===== src/verilog/mii_port_pkg.sv =====
// ----------------------------------------------------------------------
// shared constants of the mac facing port
// ----------------------------------------------------------------------
package mii_port_pkg;

  // ----------------------------------------------------------------------
  // clock rates
  // ----------------------------------------------------------------------
  localparam int unsigned SYS_CLK_HZ  = 125_000_000; // core clock
  localparam int unsigned FAST_CLK_HZ = 25_000_000;  // 100 mb/s nibble
  localparam int unsigned SLOW_CLK_HZ = 2_500_000;   // 10 mb/s nibble
  localparam int unsigned MDC_MAX_HZ  = 25_000_000;  // fastest mgmt clock

  // core cycles per nibble clock period, for each speed
  localparam int unsigned FAST_DIV = SYS_CLK_HZ / FAST_CLK_HZ;
  localparam int unsigned SLOW_DIV = SYS_CLK_HZ / SLOW_CLK_HZ;

  // ----------------------------------------------------------------------
  // heartbeat (signal quality test) pulse length
  // ----------------------------------------------------------------------
  localparam int unsigned SQE_TIME_NS = 1000; // about one microsecond
  localparam int unsigned SQE_CYCLES  =
    (SQE_TIME_NS * (SYS_CLK_HZ / 1_000_000)) / 1000;

  // ----------------------------------------------------------------------
  // widths and reset values
  // ----------------------------------------------------------------------
  localparam int unsigned NIBBLE_W   = 4;       // mii data width
  localparam int unsigned DIV_CNT_W  = 6;       // holds SLOW_DIV - 1
  localparam int unsigned SQE_CNT_W  = 8;       // holds SQE_CYCLES
  localparam logic [3:0]  NIBBLE_RST = 4'h0;    // data after reset
  localparam logic [3:0]  HALT_CODE  = 4'h4;    // tag on halt nibbles

endpackage


===== src/verilog/mii_phy_port.sv =====
// Contract
// - management clock treated as asynchronous to nibble clocks
// - management data open drain, pulled high when idle
// - half duplex: carrier on receive or transmit
// - full duplex: carrier on receive only
// - half duplex: collision on simultaneous transmit and receive
// - 10 mb/s half duplex heartbeat: one microsecond pulse
// - full duplex: collision low, no heartbeat
// - transmit clock 25 or 2.5 mhz
// - 100 mb/s: transmit error sends halt code
// - 10 mb/s: transmit error ignored
// - receive clock 25 or 2.5 mhz
// - receive data changes on falling receive clock
// - 100 mb/s: receive error on invalid symbol
// - receive valid with data, changes on falling edge
`timescale 1ns/1ns
module mii_phy_port
  import mii_port_pkg::*;
(
  // core clock and asynchronous reset
  input  wire logic                clock_in,
  input  wire logic                arst_n_in,
  // operating mode levels
  input  wire logic                speed_100_in,
  input  wire logic                full_duplex_in,
  input  wire logic                heartbeat_en_in,
  // mii transmit side, mac to phy
  output logic                     tx_clk_out,
  input  wire logic [NIBBLE_W-1:0] txd_in,
  input  wire logic                tx_en_in,
  input  wire logic                tx_er_in,
  // mii receive side, phy to mac
  output logic                     rx_clk_out,
  output logic [NIBBLE_W-1:0]      rxd_out,
  output logic                     rx_dv_out,
  output logic                     rx_er_out,
  // mii status
  output logic                     crs_out,
  output logic                     col_out,
  // management pins, data as open drain triple
  input  wire logic                mdc_in,
  input  wire logic                mdio_in,
  output logic                     mdio_out,
  output logic                     mdio_oe_out,
  // management logic side
  input  wire logic                mgmt_drive_low_in,
  output logic                     mgmt_mdio_out,
  output logic                     mgmt_mdc_rise_out,
  // line side transmit nibbles
  output logic [NIBBLE_W-1:0]      line_tx_nibble_out,
  output logic                     line_tx_valid_out,
  output logic                     line_tx_halt_out,
  // line side receive nibbles
  input  wire logic [NIBBLE_W-1:0] line_rx_nibble_in,
  input  wire logic                line_rx_sym_err_in,
  input  wire logic                line_rx_valid_in,
  output logic                     line_rx_ready_out,
  input  wire logic                line_rx_active_in
);

  // ----------------------------------------------------------------------
  // reset release
  // ----------------------------------------------------------------------

  logic rst_meta_q;  // first stage of the reset release
  logic rst_n_q;     // reset copy used by the whole block

  // assert at once, release two edges later so no flop sees a runt
  always_ff @(posedge clock_in or negedge arst_n_in) begin
    if (!arst_n_in) begin
      rst_meta_q <= 1'b0;
      rst_n_q    <= 1'b0;
    end else begin
      rst_meta_q <= 1'b1;
      rst_n_q    <= rst_meta_q;
    end
  end

  // ----------------------------------------------------------------------
  // nibble clocks
  // ----------------------------------------------------------------------

  logic tx_rise_next;  // transmit clock rises at the next edge
  logic rx_fall_next;  // receive clock falls at the next edge

  // transmit clock from the core reference
  nibble_clock_div tx_div (
    .clock_in      (clock_in),
    .rst_n_in      (rst_n_q),
    .speed_100_in  (speed_100_in),
    .clk_out       (tx_clk_out),
    .rise_next_out (tx_rise_next),
    .fall_next_out ()
  );

  // receive clock; the line side paces words into the buffer, and this
  // divider stands in for the recovered clock at the nominal rate
  nibble_clock_div rx_div (
    .clock_in      (clock_in),
    .rst_n_in      (rst_n_q),
    .speed_100_in  (speed_100_in),
    .clk_out       (rx_clk_out),
    .rise_next_out (),
    .fall_next_out (rx_fall_next)
  );

  // ----------------------------------------------------------------------
  // transmit path
  // ----------------------------------------------------------------------

  logic [NIBBLE_W-1:0] tx_nibble_q;  // nibble passed to the line
  logic                tx_valid_q;   // nibble slot is live
  logic                tx_halt_q;    // halt code replaces the nibble
  logic                tx_active_q;  // transmit activity, for crs/col
  logic                tx_err_used;  // error honoured at this speed

  // the error input only counts at 100 mb/s
  assign tx_err_used = speed_100_in && tx_er_in;

  // sample the mac on the core edge that raises our own clock; the mac
  // moved its outputs after the previous rise, so they have settled
  always_ff @(posedge clock_in or negedge rst_n_q) begin
    if (!rst_n_q) begin
      tx_nibble_q <= NIBBLE_RST;
      tx_valid_q  <= 1'b0;
      tx_halt_q   <= 1'b0;
      tx_active_q <= 1'b0;
    end else if (tx_rise_next) begin
      // mac frames its nibbles with the enable alone
      tx_valid_q  <= tx_en_in;
      tx_active_q <= tx_en_in;
      if (tx_en_in && tx_err_used) begin
        // halt group goes out in place of the data
        tx_halt_q   <= 1'b1;
        tx_nibble_q <= HALT_CODE;
      end else begin
        tx_halt_q   <= 1'b0;
        tx_nibble_q <= tx_en_in ? txd_in : NIBBLE_RST;
      end
    end
  end

  assign line_tx_nibble_out = tx_nibble_q;
  assign line_tx_valid_out  = tx_valid_q;
  assign line_tx_halt_out   = tx_halt_q;

  // ----------------------------------------------------------------------
  // receive path
  // ----------------------------------------------------------------------

  localparam int unsigned RX_W = NIBBLE_W + 1;  // nibble plus error

  logic [RX_W-1:0]     rx_word;      // buffered word at the head
  logic                rx_avail;     // a word is waiting
  logic [NIBBLE_W-1:0] rxd_q;        // receive data pins
  logic                rx_dv_q;      // receive valid pin
  logic                rx_er_q;      // receive error pin

  // the buffer absorbs line words while the slow mii side drains them;
  // when it is full the line side sees ready drop and holds its word
  two_entry_buffer #(
    .WIDTH (RX_W)
  ) rx_buf (
    .clock_in      (clock_in),
    .rst_n_in      (rst_n_q),
    .in_data_in    ({line_rx_sym_err_in, line_rx_nibble_in}),
    .in_valid_in   (line_rx_valid_in),
    .in_ready_out  (line_rx_ready_out),
    .out_data_out  (rx_word),
    .out_valid_out (rx_avail),
    .out_ready_in  (rx_fall_next)
  );

  // outputs move together with the falling receive clock, leaving half a
  // period of setup at 10 mb/s and three fifths at 100 mb/s before the mac samples on the rising edge
  always_ff @(posedge clock_in or negedge rst_n_q) begin
    if (!rst_n_q) begin
      rxd_q   <= NIBBLE_RST;
      rx_dv_q <= 1'b0;
      rx_er_q <= 1'b0;
    end else if (rx_fall_next) begin
      if (rx_avail) begin
        // a word is handed out on this very edge
        rxd_q   <= rx_word[NIBBLE_W-1:0];
        rx_dv_q <= 1'b1;
        // symbol errors are reported only at 100 mb/s
        rx_er_q <= speed_100_in && rx_word[NIBBLE_W];
      end else begin
        // nothing queued: idle the pins
        rxd_q   <= NIBBLE_RST;
        rx_dv_q <= 1'b0;
        rx_er_q <= 1'b0;
      end
    end
  end

  assign rxd_out   = rxd_q;
  assign rx_dv_out = rx_dv_q;
  assign rx_er_out = rx_er_q;

  // ----------------------------------------------------------------------
  // carrier sense and collision
  // ----------------------------------------------------------------------

  logic                 tx_active_d1_q;  // last transmit activity
  logic                 tx_end;          // transmit just finished
  logic [SQE_CNT_W-1:0] sqe_cnt_q;       // heartbeat cycles left
  logic                 sqe_busy;        // heartbeat pulse running
  logic                 crs_q;           // carrier sense pin
  logic                 col_q;           // collision pin

  assign tx_end   = tx_active_d1_q && !tx_active_q;
  assign sqe_busy = (sqe_cnt_q != '0);

  // remember transmit activity to find its end
  always_ff @(posedge clock_in or negedge rst_n_q) begin
    if (!rst_n_q) begin
      tx_active_d1_q <= 1'b0;
    end else begin
      tx_active_d1_q <= tx_active_q;
    end
  end

  // heartbeat timer, armed at the end of each 10 mb/s half duplex frame
  always_ff @(posedge clock_in or negedge rst_n_q) begin
    if (!rst_n_q) begin
      sqe_cnt_q <= '0;
    end else if (full_duplex_in || speed_100_in) begin
      // no heartbeat outside 10 mb/s half duplex
      sqe_cnt_q <= '0;
    end else if (tx_end && heartbeat_en_in) begin
      sqe_cnt_q <= SQE_CNT_W'(SQE_CYCLES);
    end else if (sqe_busy) begin
      sqe_cnt_q <= sqe_cnt_q - SQE_CNT_W'(1);
    end
  end

  // carrier: own transmissions count only in half duplex
  always_ff @(posedge clock_in or negedge rst_n_q) begin
    if (!rst_n_q) begin
      crs_q <= 1'b0;
    end else if (full_duplex_in) begin
      crs_q <= line_rx_active_in;
    end else begin
      crs_q <= line_rx_active_in || tx_active_q;
    end
  end

  // collision: overlap of both directions, or the heartbeat pulse
  always_ff @(posedge clock_in or negedge rst_n_q) begin
    if (!rst_n_q) begin
      col_q <= 1'b0;
    end else if (full_duplex_in) begin
      col_q <= 1'b0;
    end else begin
      col_q <= (line_rx_active_in && tx_active_q)
               || sqe_busy;
    end
  end

  assign crs_out = crs_q;
  assign col_out = col_q;

  // ----------------------------------------------------------------------
  // management pins
  // ----------------------------------------------------------------------

  logic mdc_meta_q;   // first synchroniser stage, management clock
  logic mdc_sync_q;   // synchronised management clock
  logic mdc_last_q;   // previous synchronised level
  logic mdio_meta_q;  // first synchroniser stage, management data
  logic mdio_sync_q;  // synchronised management data
  logic mdio_oe_q;    // pulling the data line low

  // both pins are treated as foreign to every nibble clock; an edge
  // detector on the core clock works for any rate down to standstill,
  // and 125 mhz sees every level of a management clock up to 25 mhz
  always_ff @(posedge clock_in or negedge rst_n_q) begin
    if (!rst_n_q) begin
      mdc_meta_q  <= 1'b0;
      mdc_sync_q  <= 1'b0;
      mdc_last_q  <= 1'b0;
      mdio_meta_q <= 1'b1;
      mdio_sync_q <= 1'b1;
    end else begin
      mdc_meta_q  <= mdc_in;
      mdc_sync_q  <= mdc_meta_q;
      mdc_last_q  <= mdc_sync_q;
      mdio_meta_q <= mdio_in;
      mdio_sync_q <= mdio_meta_q;
    end
  end

  assign mgmt_mdc_rise_out = mdc_sync_q && !mdc_last_q;
  assign mgmt_mdio_out     = mdio_sync_q;

  // open drain: only ever drive low, the pull-up makes the high level
  always_ff @(posedge clock_in or negedge rst_n_q) begin
    if (!rst_n_q) begin
      mdio_oe_q <= 1'b0;
    end else begin
      mdio_oe_q <= mgmt_drive_low_in;
    end
  end

  assign mdio_out    = 1'b0;
  assign mdio_oe_out = mdio_oe_q;

endmodule


===== src/verilog/nibble_clock_div.sv =====
`timescale 1ns/1ns
// ----------------------------------------------------------------------
// nibble clock divider: drives a pin clock and strobes one core cycle
// before each of its edges, so data can move with the edge itself
// ----------------------------------------------------------------------
module nibble_clock_div
  import mii_port_pkg::*;
(
  // core clock and reset
  input  wire logic clock_in,
  input  wire logic rst_n_in,
  // speed select: high for 25 mhz, low for 2.5 mhz
  input  wire logic speed_100_in,
  // pin clock and edge strobes
  output logic      clk_out,
  output logic      rise_next_out,
  output logic      fall_next_out
);

  logic [DIV_CNT_W-1:0] cnt_q;   // position inside one period
  logic [DIV_CNT_W-1:0] cnt_d;   // next position
  logic [DIV_CNT_W-1:0] last;    // final count of the period
  logic [DIV_CNT_W-1:0] half;    // counts spent high
  logic                 clk_q;   // pin clock level

  // period shape follows the selected speed
  always_comb begin
    last = speed_100_in ? DIV_CNT_W'(FAST_DIV - 1) : DIV_CNT_W'(SLOW_DIV - 1);
    half = speed_100_in ? DIV_CNT_W'(FAST_DIV / 2) : DIV_CNT_W'(SLOW_DIV / 2);
    // a change to 100 mb/s mid period just wraps early, no runt high phase
    cnt_d = (cnt_q >= last) ? '0 : cnt_q + DIV_CNT_W'(1);
  end

  // strobes: the next edge moves the pin clock
  assign rise_next_out = (cnt_q >= last);
  assign fall_next_out = (cnt_q == half - DIV_CNT_W'(1));
  assign clk_out       = clk_q;

  // counter and pin clock, high for the first half of each period at 10 mb/s, two of five counts at 100 mb/s
  always_ff @(posedge clock_in or negedge rst_n_in) begin
    if (!rst_n_in) begin
      cnt_q <= '0;
      clk_q <= 1'b0;
    end else begin
      cnt_q <= cnt_d;
      clk_q <= (cnt_d < half);
    end
  end

endmodule


===== src/verilog/two_entry_buffer.sv =====
`timescale 1ns/1ns
// ----------------------------------------------------------------------
// two entry buffer with valid and ready on both sides
// ----------------------------------------------------------------------
module two_entry_buffer #(
  parameter int unsigned WIDTH = 5  // word width
) (
  // core clock and reset
  input  wire logic             clock_in,
  input  wire logic             rst_n_in,
  // filling side
  input  wire logic [WIDTH-1:0] in_data_in,
  input  wire logic             in_valid_in,
  output logic                  in_ready_out,
  // draining side
  output logic [WIDTH-1:0]      out_data_out,
  output logic                  out_valid_out,
  input  wire logic             out_ready_in
);

  logic [WIDTH-1:0] head_q;   // oldest word
  logic [WIDTH-1:0] tail_q;   // second word
  logic [1:0]       count_q;  // words held
  logic             push;     // word taken in
  logic             pop;      // word handed out

  assign in_ready_out  = (count_q != 2'h2);
  assign out_valid_out = (count_q != 2'h0);
  assign out_data_out  = head_q;
  assign push          = in_valid_in && in_ready_out;
  assign pop           = out_ready_in && out_valid_out;

  // occupancy
  always_ff @(posedge clock_in or negedge rst_n_in) begin
    if (!rst_n_in) begin
      count_q <= 2'h0;
    end else if (push && !pop) begin
      count_q <= count_q + 2'h1;
    end else if (pop && !push) begin
      count_q <= count_q - 2'h1;
    end
  end

  // storage: the head refills from the tail or from the input
  always_ff @(posedge clock_in or negedge rst_n_in) begin
    if (!rst_n_in) begin
      head_q <= '0;
      tail_q <= '0;
    end else begin
      if (pop) begin
        head_q <= (count_q == 2'h2) ? tail_q : in_data_in;
      end else if (push && count_q == 2'h0) begin
        head_q <= in_data_in;
      end
      if (push && (count_q == 2'h2 || (count_q == 2'h1 && !pop))) begin
        tail_q <= in_data_in;
      end
    end
  end

endmodule


===== config.mk =====
export PLATFORM = sky130hd
export DESIGN_NAME = mii_phy_port
export DESIGN_NICKNAME = d
export VERILOG_FILES = /design/src/verilog/mii_port_pkg.sv /design/src/verilog/mii_phy_port.sv /design/src/verilog/nibble_clock_div.sv /design/src/verilog/two_entry_buffer.sv
export SDC_FILE = /design/constraint.sdc
export NUM_CORES = 1
export LEC_CHECK = 0
export BUFFER_PORTS_ARGS = -buffer_cell sky130_fd_sc_hd__buf_2
export CORE_MARGIN = 2
export CORE_UTILIZATION = 40
export CTS_BUF_LIST = sky130_fd_sc_hd__clkbuf_16
export DETAILED_ROUTE_END_ITERATION = 6
export PLACE_DENSITY = 0.67
export SYNTH_ARGS = -nofsm -noshare
export SYNTH_HDL_FRONTEND = slang
export SYNTH_SLANG_ARGS = --single-unit

===== constraint.sdc =====
create_clock -name clock_in -period 1.95 [get_ports clock_in]
set_clock_uncertainty 0.1 [all_clocks]
set_input_delay 0.0975 -clock clock_in [delete_from_list [all_inputs] [get_ports clock_in]]
set_output_delay 0.0975 -clock clock_in [all_outputs]
set_load 0.02 [all_outputs]

==> results.py, run 1 <==
metrics = {
    "place": {
        "placed_cell_area_um2": 3430,
        "gp_congestion": 0.824,
        "dp_hpwl_um": 4210,
        "dp.cells": 424,
        "io_buffers": 40,
    },
    "worst_setup_path": {
        "required_ns": 2.09,
        "cpMostUsedCell": "o21ai_1",
        "cpPeakStageDelay_ns": 0.41,
        "cp-end-kind": "register",
        "start_kind": "register",
        "critPathSlowestCell": "dfrtp_1",
        "path_class": "reg2reg",
        "path_delay_family": "compound AO/OA/AOI/OAI gates",
        "cp_data_arrival_time_ns": 2.49,
        "worstPathCellList": "ha_4 -> o21ai_2 -> nand2b_1 -> a211o_1 -> nor2_2 -> ha_1 -> o21ai_1 -> and3b_1 -> o21ai_1 -> a221oi_2",
        "path_max_fanout": 5,
        "path_buf_inv": 0,
    },
    "pwr": {
        "p_total_uw": 8250,
        "vdd_drop_max_v": 0.000700,
        "p_leak_uw": 0.00219,
        "p_per_area_nw_per_um2": 1830,
    },
    "clock_tree": {
        "cts_buffers": 9,
        "root_buffer": "clkbuf_16",
        "cts.sinks": 57,
        "clkSlewWorstSetupHoldPaths_ns": 0.06,
        "clockBufferDepth": 2,
        "worstSkewPairLatency_ns": 0.33,
        "cts_tree": "built",
        "htree_levels": 3,
    },
    "synth": {
        "yosysWarnings": 0,
        "synth_cell_types": 42,
        "async_flop_share": 1.00,
        "syn-num-nets": 309,
        "netlist_area_um2": 2770,
        "yosys_most_used_dff": "dfrtp_1",
        "seq_area_frac_synth": 0.515,
        "synth-seq-cells": 57,
        "synth_edf_count": 0,
        "avgSynthCellArea_um2": 10.4,
        "synthCells": 266,
    },
    "die": {
        "num_rows": 30,
        "die_h_um": 87.3,
        "io_pins": 42,
        "dieArea_um2": 7610,
        "initial_core_util": 0.410,
        "die_width_um": 87.3,
        "coreArea_um2": 6760,
    },
    "route": {
        "dr.pass1.iters": 4,
        "dr_wl_met2_um": 4070,
        "vias_per_cell": 5.22,
        "wl_um": 8060,
        "m1WireLength_um": 3480,
        "vias": 2544,
        "drt_iter0_drc": 136,
        "top_layer": "met4",
        "wl_met3_um": 374,
        "post_drt_wl_per_cell_um": 16.5,
        "ant_nets": 0,
        "drc_errors": 0,
    },
    "final_layout": {
        "finalNonFillerCells": 487,
        "antenna_cells": 0,
        "syn2layout_area_growth_pct": 62.5,
        "drive_gt1_frac": 0.486,
        "nNetsFinal": 445,
        "postLayoutCellArea_um2": 4510,
    },
    "sta": {
        "setup_slack_ns": -0.404,
        "holdWs_ns": 0.0200,
        "hold_viol_final": 0,
        "worst_slew_pin_slew_ns": 0.510,
        "rsz0062_at_grt": "yes",
        "setup_viol": 31,
        "fmax_mhz": 425,
        "maxSlewHeadroom": 0.657,
        "slew_viol_final": 0,
        "post-route-period-util": 1.21,
        "fin_crit_ns": 2.35,
    },
    "global_route": {
        "antenna_found_initial": 0,
        "grt.total_usage": 0.195,
        "grt_max_degree": 46,
        "grt_pass1_vias": 2490,
        "overflow": 0,
        "grt_pass1_wl_um": 11500,
    },
    "min_path": {
        "hold_class": "in2reg",
    },
    "outcome": {
        "outcome": "finished, violations left",
        "violations": "negative setup slack",
    },
    "run": {
        "cap_violations": 0,
    },
}
## synth_stat cells, types with 2 or more instances
library cell  instances  area, µm²
dfrtp_1              55       1380
inv_1                23       86.3
nor2_1               23       86.3
ha_1                 22        275
nand2_1              21       78.8
o21ai_0              16       80.1
nand3_1              14       70.1
a21oi_1              12       60.1
xor2_1               11       96.3
mux2_2                8       90.1
nand4_1               6       37.5
xnor2_1               6       52.6
a31oi_1               4       25.0
and3_1                4       25.0
clkbuf_1              3       11.3
nand2b_1              3       18.8
nor3_1                3       15.0
a211oi_1              2       15.0
a21o_1                2       15.0
conb_1                2       7.51
dfstp_2               2       52.6
nor2b_1               2       12.5
nor4_1                2       12.5
o211ai_1              2       15.0
## cells in the final DEF (no fill, tap or decap), drive strengths merged, types with 3 or more instances in the layout
master,Yosys,layout
nand2b,3,3
nand2,22,22
a21oi,12,12
dfrtp,55,55
dlygate4sd3,0,17
buf,2,113
mux2,8,8
xor2,11,11
o21ai,16,16
ha,22,22
clkbuf,3,9
nand4,6,6
inv,23,24
and3,4,4
nor3,3,3
a31oi,4,4
nor2,23,23
nand3,14,14
xnor2,6,6
## flip-flops by register name, summed over array words and instances, names as in the netlist, 2 cells and up
signal and count:
line_tx_nibble_out 4, rx_buf.count_q 2, rx_buf.out_data_out 5, rx_buf.tail_q 5, rx_div.cnt_q 6, rxd_out 4, sqe_cnt_q 8, tx_div.cnt_q 6
## tightest hold or removal path, stage by stage
cell	delay [ns]
buf_2	0.07
nand2b_1	0.09
nand3_1	0.07
o21ai_1	0.08
## metal layers
layer / GRT usage / up-vias
met2: 0.313 / 70
met4: 0.0797 / 0
met1: 0.257 / 1271
li1: - / 1190
met5: 0 / -
met3: 0.0408 / 13
## what timing repair did
item,in CTS,in global routing
endpoints found under the setup margin,30,35
pin swaps,17,34
endpoints found under the hold margin,23,0
setup buffers,18,18
cloned,0,1
resized for setup,22,76
hold buffers,17,0
## logic make-up after synthesis
group	share of synthesized area
multiplexers	0.0361
AO/OA/AOI/OAI	0.0907
other	0.00271
adder cells (fa/ha/maj)	0.0993
AND/OR/NAND/NOR	0.160
XOR/XNOR	0.0537
flip-flops	0.515
buffers and inverters	0.0420
## per-stage QoR
stage	util	setup TNS, ns	setup slack (ns)
2_1_floorplan	-	-0.815	-0.469
3_3_place_gp	0.507	-2.34	-0.349
3_5_place_dp	0.507	-3.34	-0.482
4_1_cts	0.615	-3.20	-0.390
5_1_grt	0.667	-6.63	-0.505
6_report	0.667	-5.22	-0.404
## path summary, 6_finish.rpt
check	cells after the start	startpoint	slack, ns	to
min in group asynchronous	0	rst_n_q	0.05	rx_dv_out
max	10	rx_div.cnt_q[4]	-0.40	rx_div.clk_out
min reg2reg	0	rst_n_q	0.05	rx_dv_out
max reg2reg	10	rx_div.cnt_q[4]	-0.40	rx_div.clk_out
min	4	txd_in[2]	0.02	line_tx_nibble_out[2]
max in group asynchronous	1	rst_n_q	1.11	mgmt_mdio_out
## layout make-up
cell class / instances / area (µm²)
fillers: 471 / 2250
clock inverters: 7 / 93.8
flip-flops and latches: 57 / 1430
repair buffers: 130 / 996
well taps: 80 / 100
inverters: 23 / 86.3
multi-input cells: 181 / 1580
clock buffers: 9 / 225
## report_power, final
group,internal (µW),switching [µW]
Combinational,2340,2240
Clock,1120,585
Sequential,1640,330
(Power assumes the default switching activity.)
==> run 2: changes to the inputs <==
--- a/config.mk
+++ b/config.mk
@@ -10,6 +10,7 @@
 export CORE_UTILIZATION = 40
 export CTS_BUF_LIST = sky130_fd_sc_hd__clkbuf_16
 export DETAILED_ROUTE_END_ITERATION = 6
+export GPL_TIMING_DRIVEN = 0
 export PLACE_DENSITY = 0.67
 export SYNTH_ARGS = -nofsm -noshare
 export SYNTH_HDL_FRONTEND = slang
==> run 2 against run 1 <==
The flow still finishes with violations (negative setup slack). Routed wire length down 22%. Final area down 11%. Global-route usage down 2.4 points. Worst hold slack worse by 0.0091 ns. Critical endpoint is now tx_div.clk_out. Core utilization down 7.4 points. Register-to-register slack worse by 0.03 ns. Critical path type unchanged.
==> results.py, run 2 (synthesized netlist as in run 1, its figures left out) <==
metrics = {
    "outcome": {
        "outcome": "finished, violations left",
        "violations": "negative setup slack",
    },
    "die": {
        "die_h_um": 87.3,
        "initial_core_util": 0.410,
        "coreArea_um2": 6760,
        "num_rows": 30,
        "die_width_um": 87.3,
        "io_pins": 42,
        "dieArea_um2": 7610,
    },
    "run": {
        "cap_violations": 0,
    },
    "pwr": {
        "vdd_drop_max_v": 0.000698,
        "p_leak_uw": 0.00189,
        "p_per_area_nw_per_um2": 1770,
    },
    "global_route": {
        "antenna_found_initial": 0,
        "grt_max_degree": 30,
        "overflow": 0,
        "grt.total_usage": 0.171,
        "grt_pass1_vias": 2138,
        "grt_pass1_wl_um": 9890,
    },
    "final_layout": {
        "multi_input_area_um2": 1530,
        "fin_util": 0.593,
        "postLayoutCellArea_um2": 4010,
        "syn2layout_area_growth_pct": 44.5,
        "antenna_cells": 0,
        "largest_reg_flops": 8,
        "drive_gt1_frac": 0.385,
        "nNetsFinal": 396,
        "fillers": 537,
        "largestRegisters": "sqe_cnt_q (8), rx_div.cnt_q (6), tx_div.cnt_q (6)",
        "final_common_cell": "dfrtp_1",
        "final_cell_mix": "dfrtp_1, buf_2, inv_1, buf_4",
        "top_register": "sqe_cnt_q",
        "regArea_um2": 1430,
    },
    "clock_tree": {
        "clockBufferDepth": 2,
        "clkSlewWorstSetupHoldPaths_ns": 0.05,
        "cts_tree": "built",
        "htree_levels": 3,
        "cts.sinks": 57,
        "cts_buffers": 9,
        "worstSkewPairLatency_ns": 0.32,
        "root_buffer": "clkbuf_16",
    },
    "worst_setup_path": {
        "cpPeakStageDelay_ns": 0.39,
        "path_buf_inv": 2,
        "reg2reg_depth": 12,
        "cp_data_arrival_time_ns": 2.49,
        "critPathSlowestCell": "dfrtp_1",
        "start_kind": "register",
        "required_ns": 2.06,
        "worstPathCellList": "inv_2 -> ha_4 -> or3b_4 -> a21oi_4 -> nand2_4 -> clkbuf_16 -> nor2_4 -> ha_4 -> nand2_4 -> or2_4 -> a21oi_2 -> a211oi_2",
        "path_max_fanout": 3,
        "ff2ff_setup_slack_ns": -0.43,
        "path_class": "reg2reg",
        "path_delay_family": "simple AND/OR/NAND/NOR gates",
        "cp.depth": 12,
        "reg2reg_to": "tx_div.clk_out",
        "r2r-start": "tx_div.cnt_q[0]",
        "cp-end-kind": "register",
    },
    "sta": {
        "slew_viol_final": 0,
        "rsz0062_at_grt": "yes",
        "worst_slew_pin_slew_ns": 0.651,
        "hold_viol_final": 0,
        "fin_tns_setup_ns": -1.22,
        "setup_viol": 9,
        "post-route-period-util": 1.22,
        "maxSlewHeadroom": 0.566,
        "fmax_mhz": 420,
        "fin_crit_ns": 2.38,
        "setup_slack_ns": -0.431,
    },
    "route": {
        "post_drt_wl_per_cell_um": 14.4,
        "drt_iter0_drc": 49,
        "ant_nets": 0,
        "dr.pass1.iters": 4,
        "vias_per_cell": 5.11,
        "vias": 2237,
        "drc_errors": 0,
        "wl_um": 6310,
    },
    "min_path": {
        "hold_path_end": "line_tx_nibble_out[2]",
        "hold_class": "in2reg",
        "min_path_cells": 4,
        "hp-start": "txd_in[2]",
    },
    "place": {
        "io_buffers": 40,
        "dp_hpwl_um": 3670,
        "gp_congestion": 0.807,
        "placed_cell_area_um2": 3150,
    },
}
## run 2: routing by layer
metal	wire length [µm]	vias to the layer above	part of all wire	track usage
li1	-	1093	-	-
met4	165	0	0.026	0.0755
met2	3160	41	0.50	0.275
met1	2770	1090	0.44	0.213
met5	0	-	0	0
met3	207	13	0.033	0.0512
## run 2: tightest hold or removal path: stages
cell and delay, ns:
buf_2 0.07, nand2b_1 0.09, nand3_1 0.08, o21ai_2 0.06
## run 2: worst max path at each step
stage / from / end
floorplan: tx_div.cnt_q[0] / tx_div.clk_out
global placement: speed_100_in / tx_div.clk_out
detailed placement: speed_100_in / tx_div.clk_out
CTS: tx_div.cnt_q[0] / tx_div.clk_out
global route: tx_div.cnt_q[0] / tx_div.clk_out
finish: tx_div.cnt_q[0] / tx_div.clk_out
## run 2: layout make-up
class	count	share of cell area
multi-input cells	181	0.381
flip-flops and latches	57	0.358
repair buffers	76	0.134
clock buffers	9	0.0562
well taps	80	0.0250
inverters	23	0.0215
plain buffers	5	0.0184
clock inverters	7	0.00656
## run 2: power by group
part,total (µW),switching (µW),internal (µW)
Combinational,3820,1950,1870
Clock,1320,493,823
Sequential,1970,327,1650
## run 2: per-stage QoR
stage	instances	total power [µW]	setup WS, ns	hold WS, ns
5_1_grt	438	7610	-0.520	0.0416
6_report	438	7110	-0.431	0.0108
3_5_place_dp	387	4500	-0.980	-0.217
4_1_cts	432	6500	-0.447	0.0126
2_1_floorplan	266	3910	-0.469	-0.298
3_3_place_gp	386	4440	-0.979	-0.218
## run 2: timing repair
item                                    CTS  global route
pin swaps                                14             4
cloned                                    0             0
resized for setup                        40            28
buffers inserted                         12             6
hold buffers                             17             0
endpoints found under the setup margin   34            27
endpoints found under the hold margin    23             0
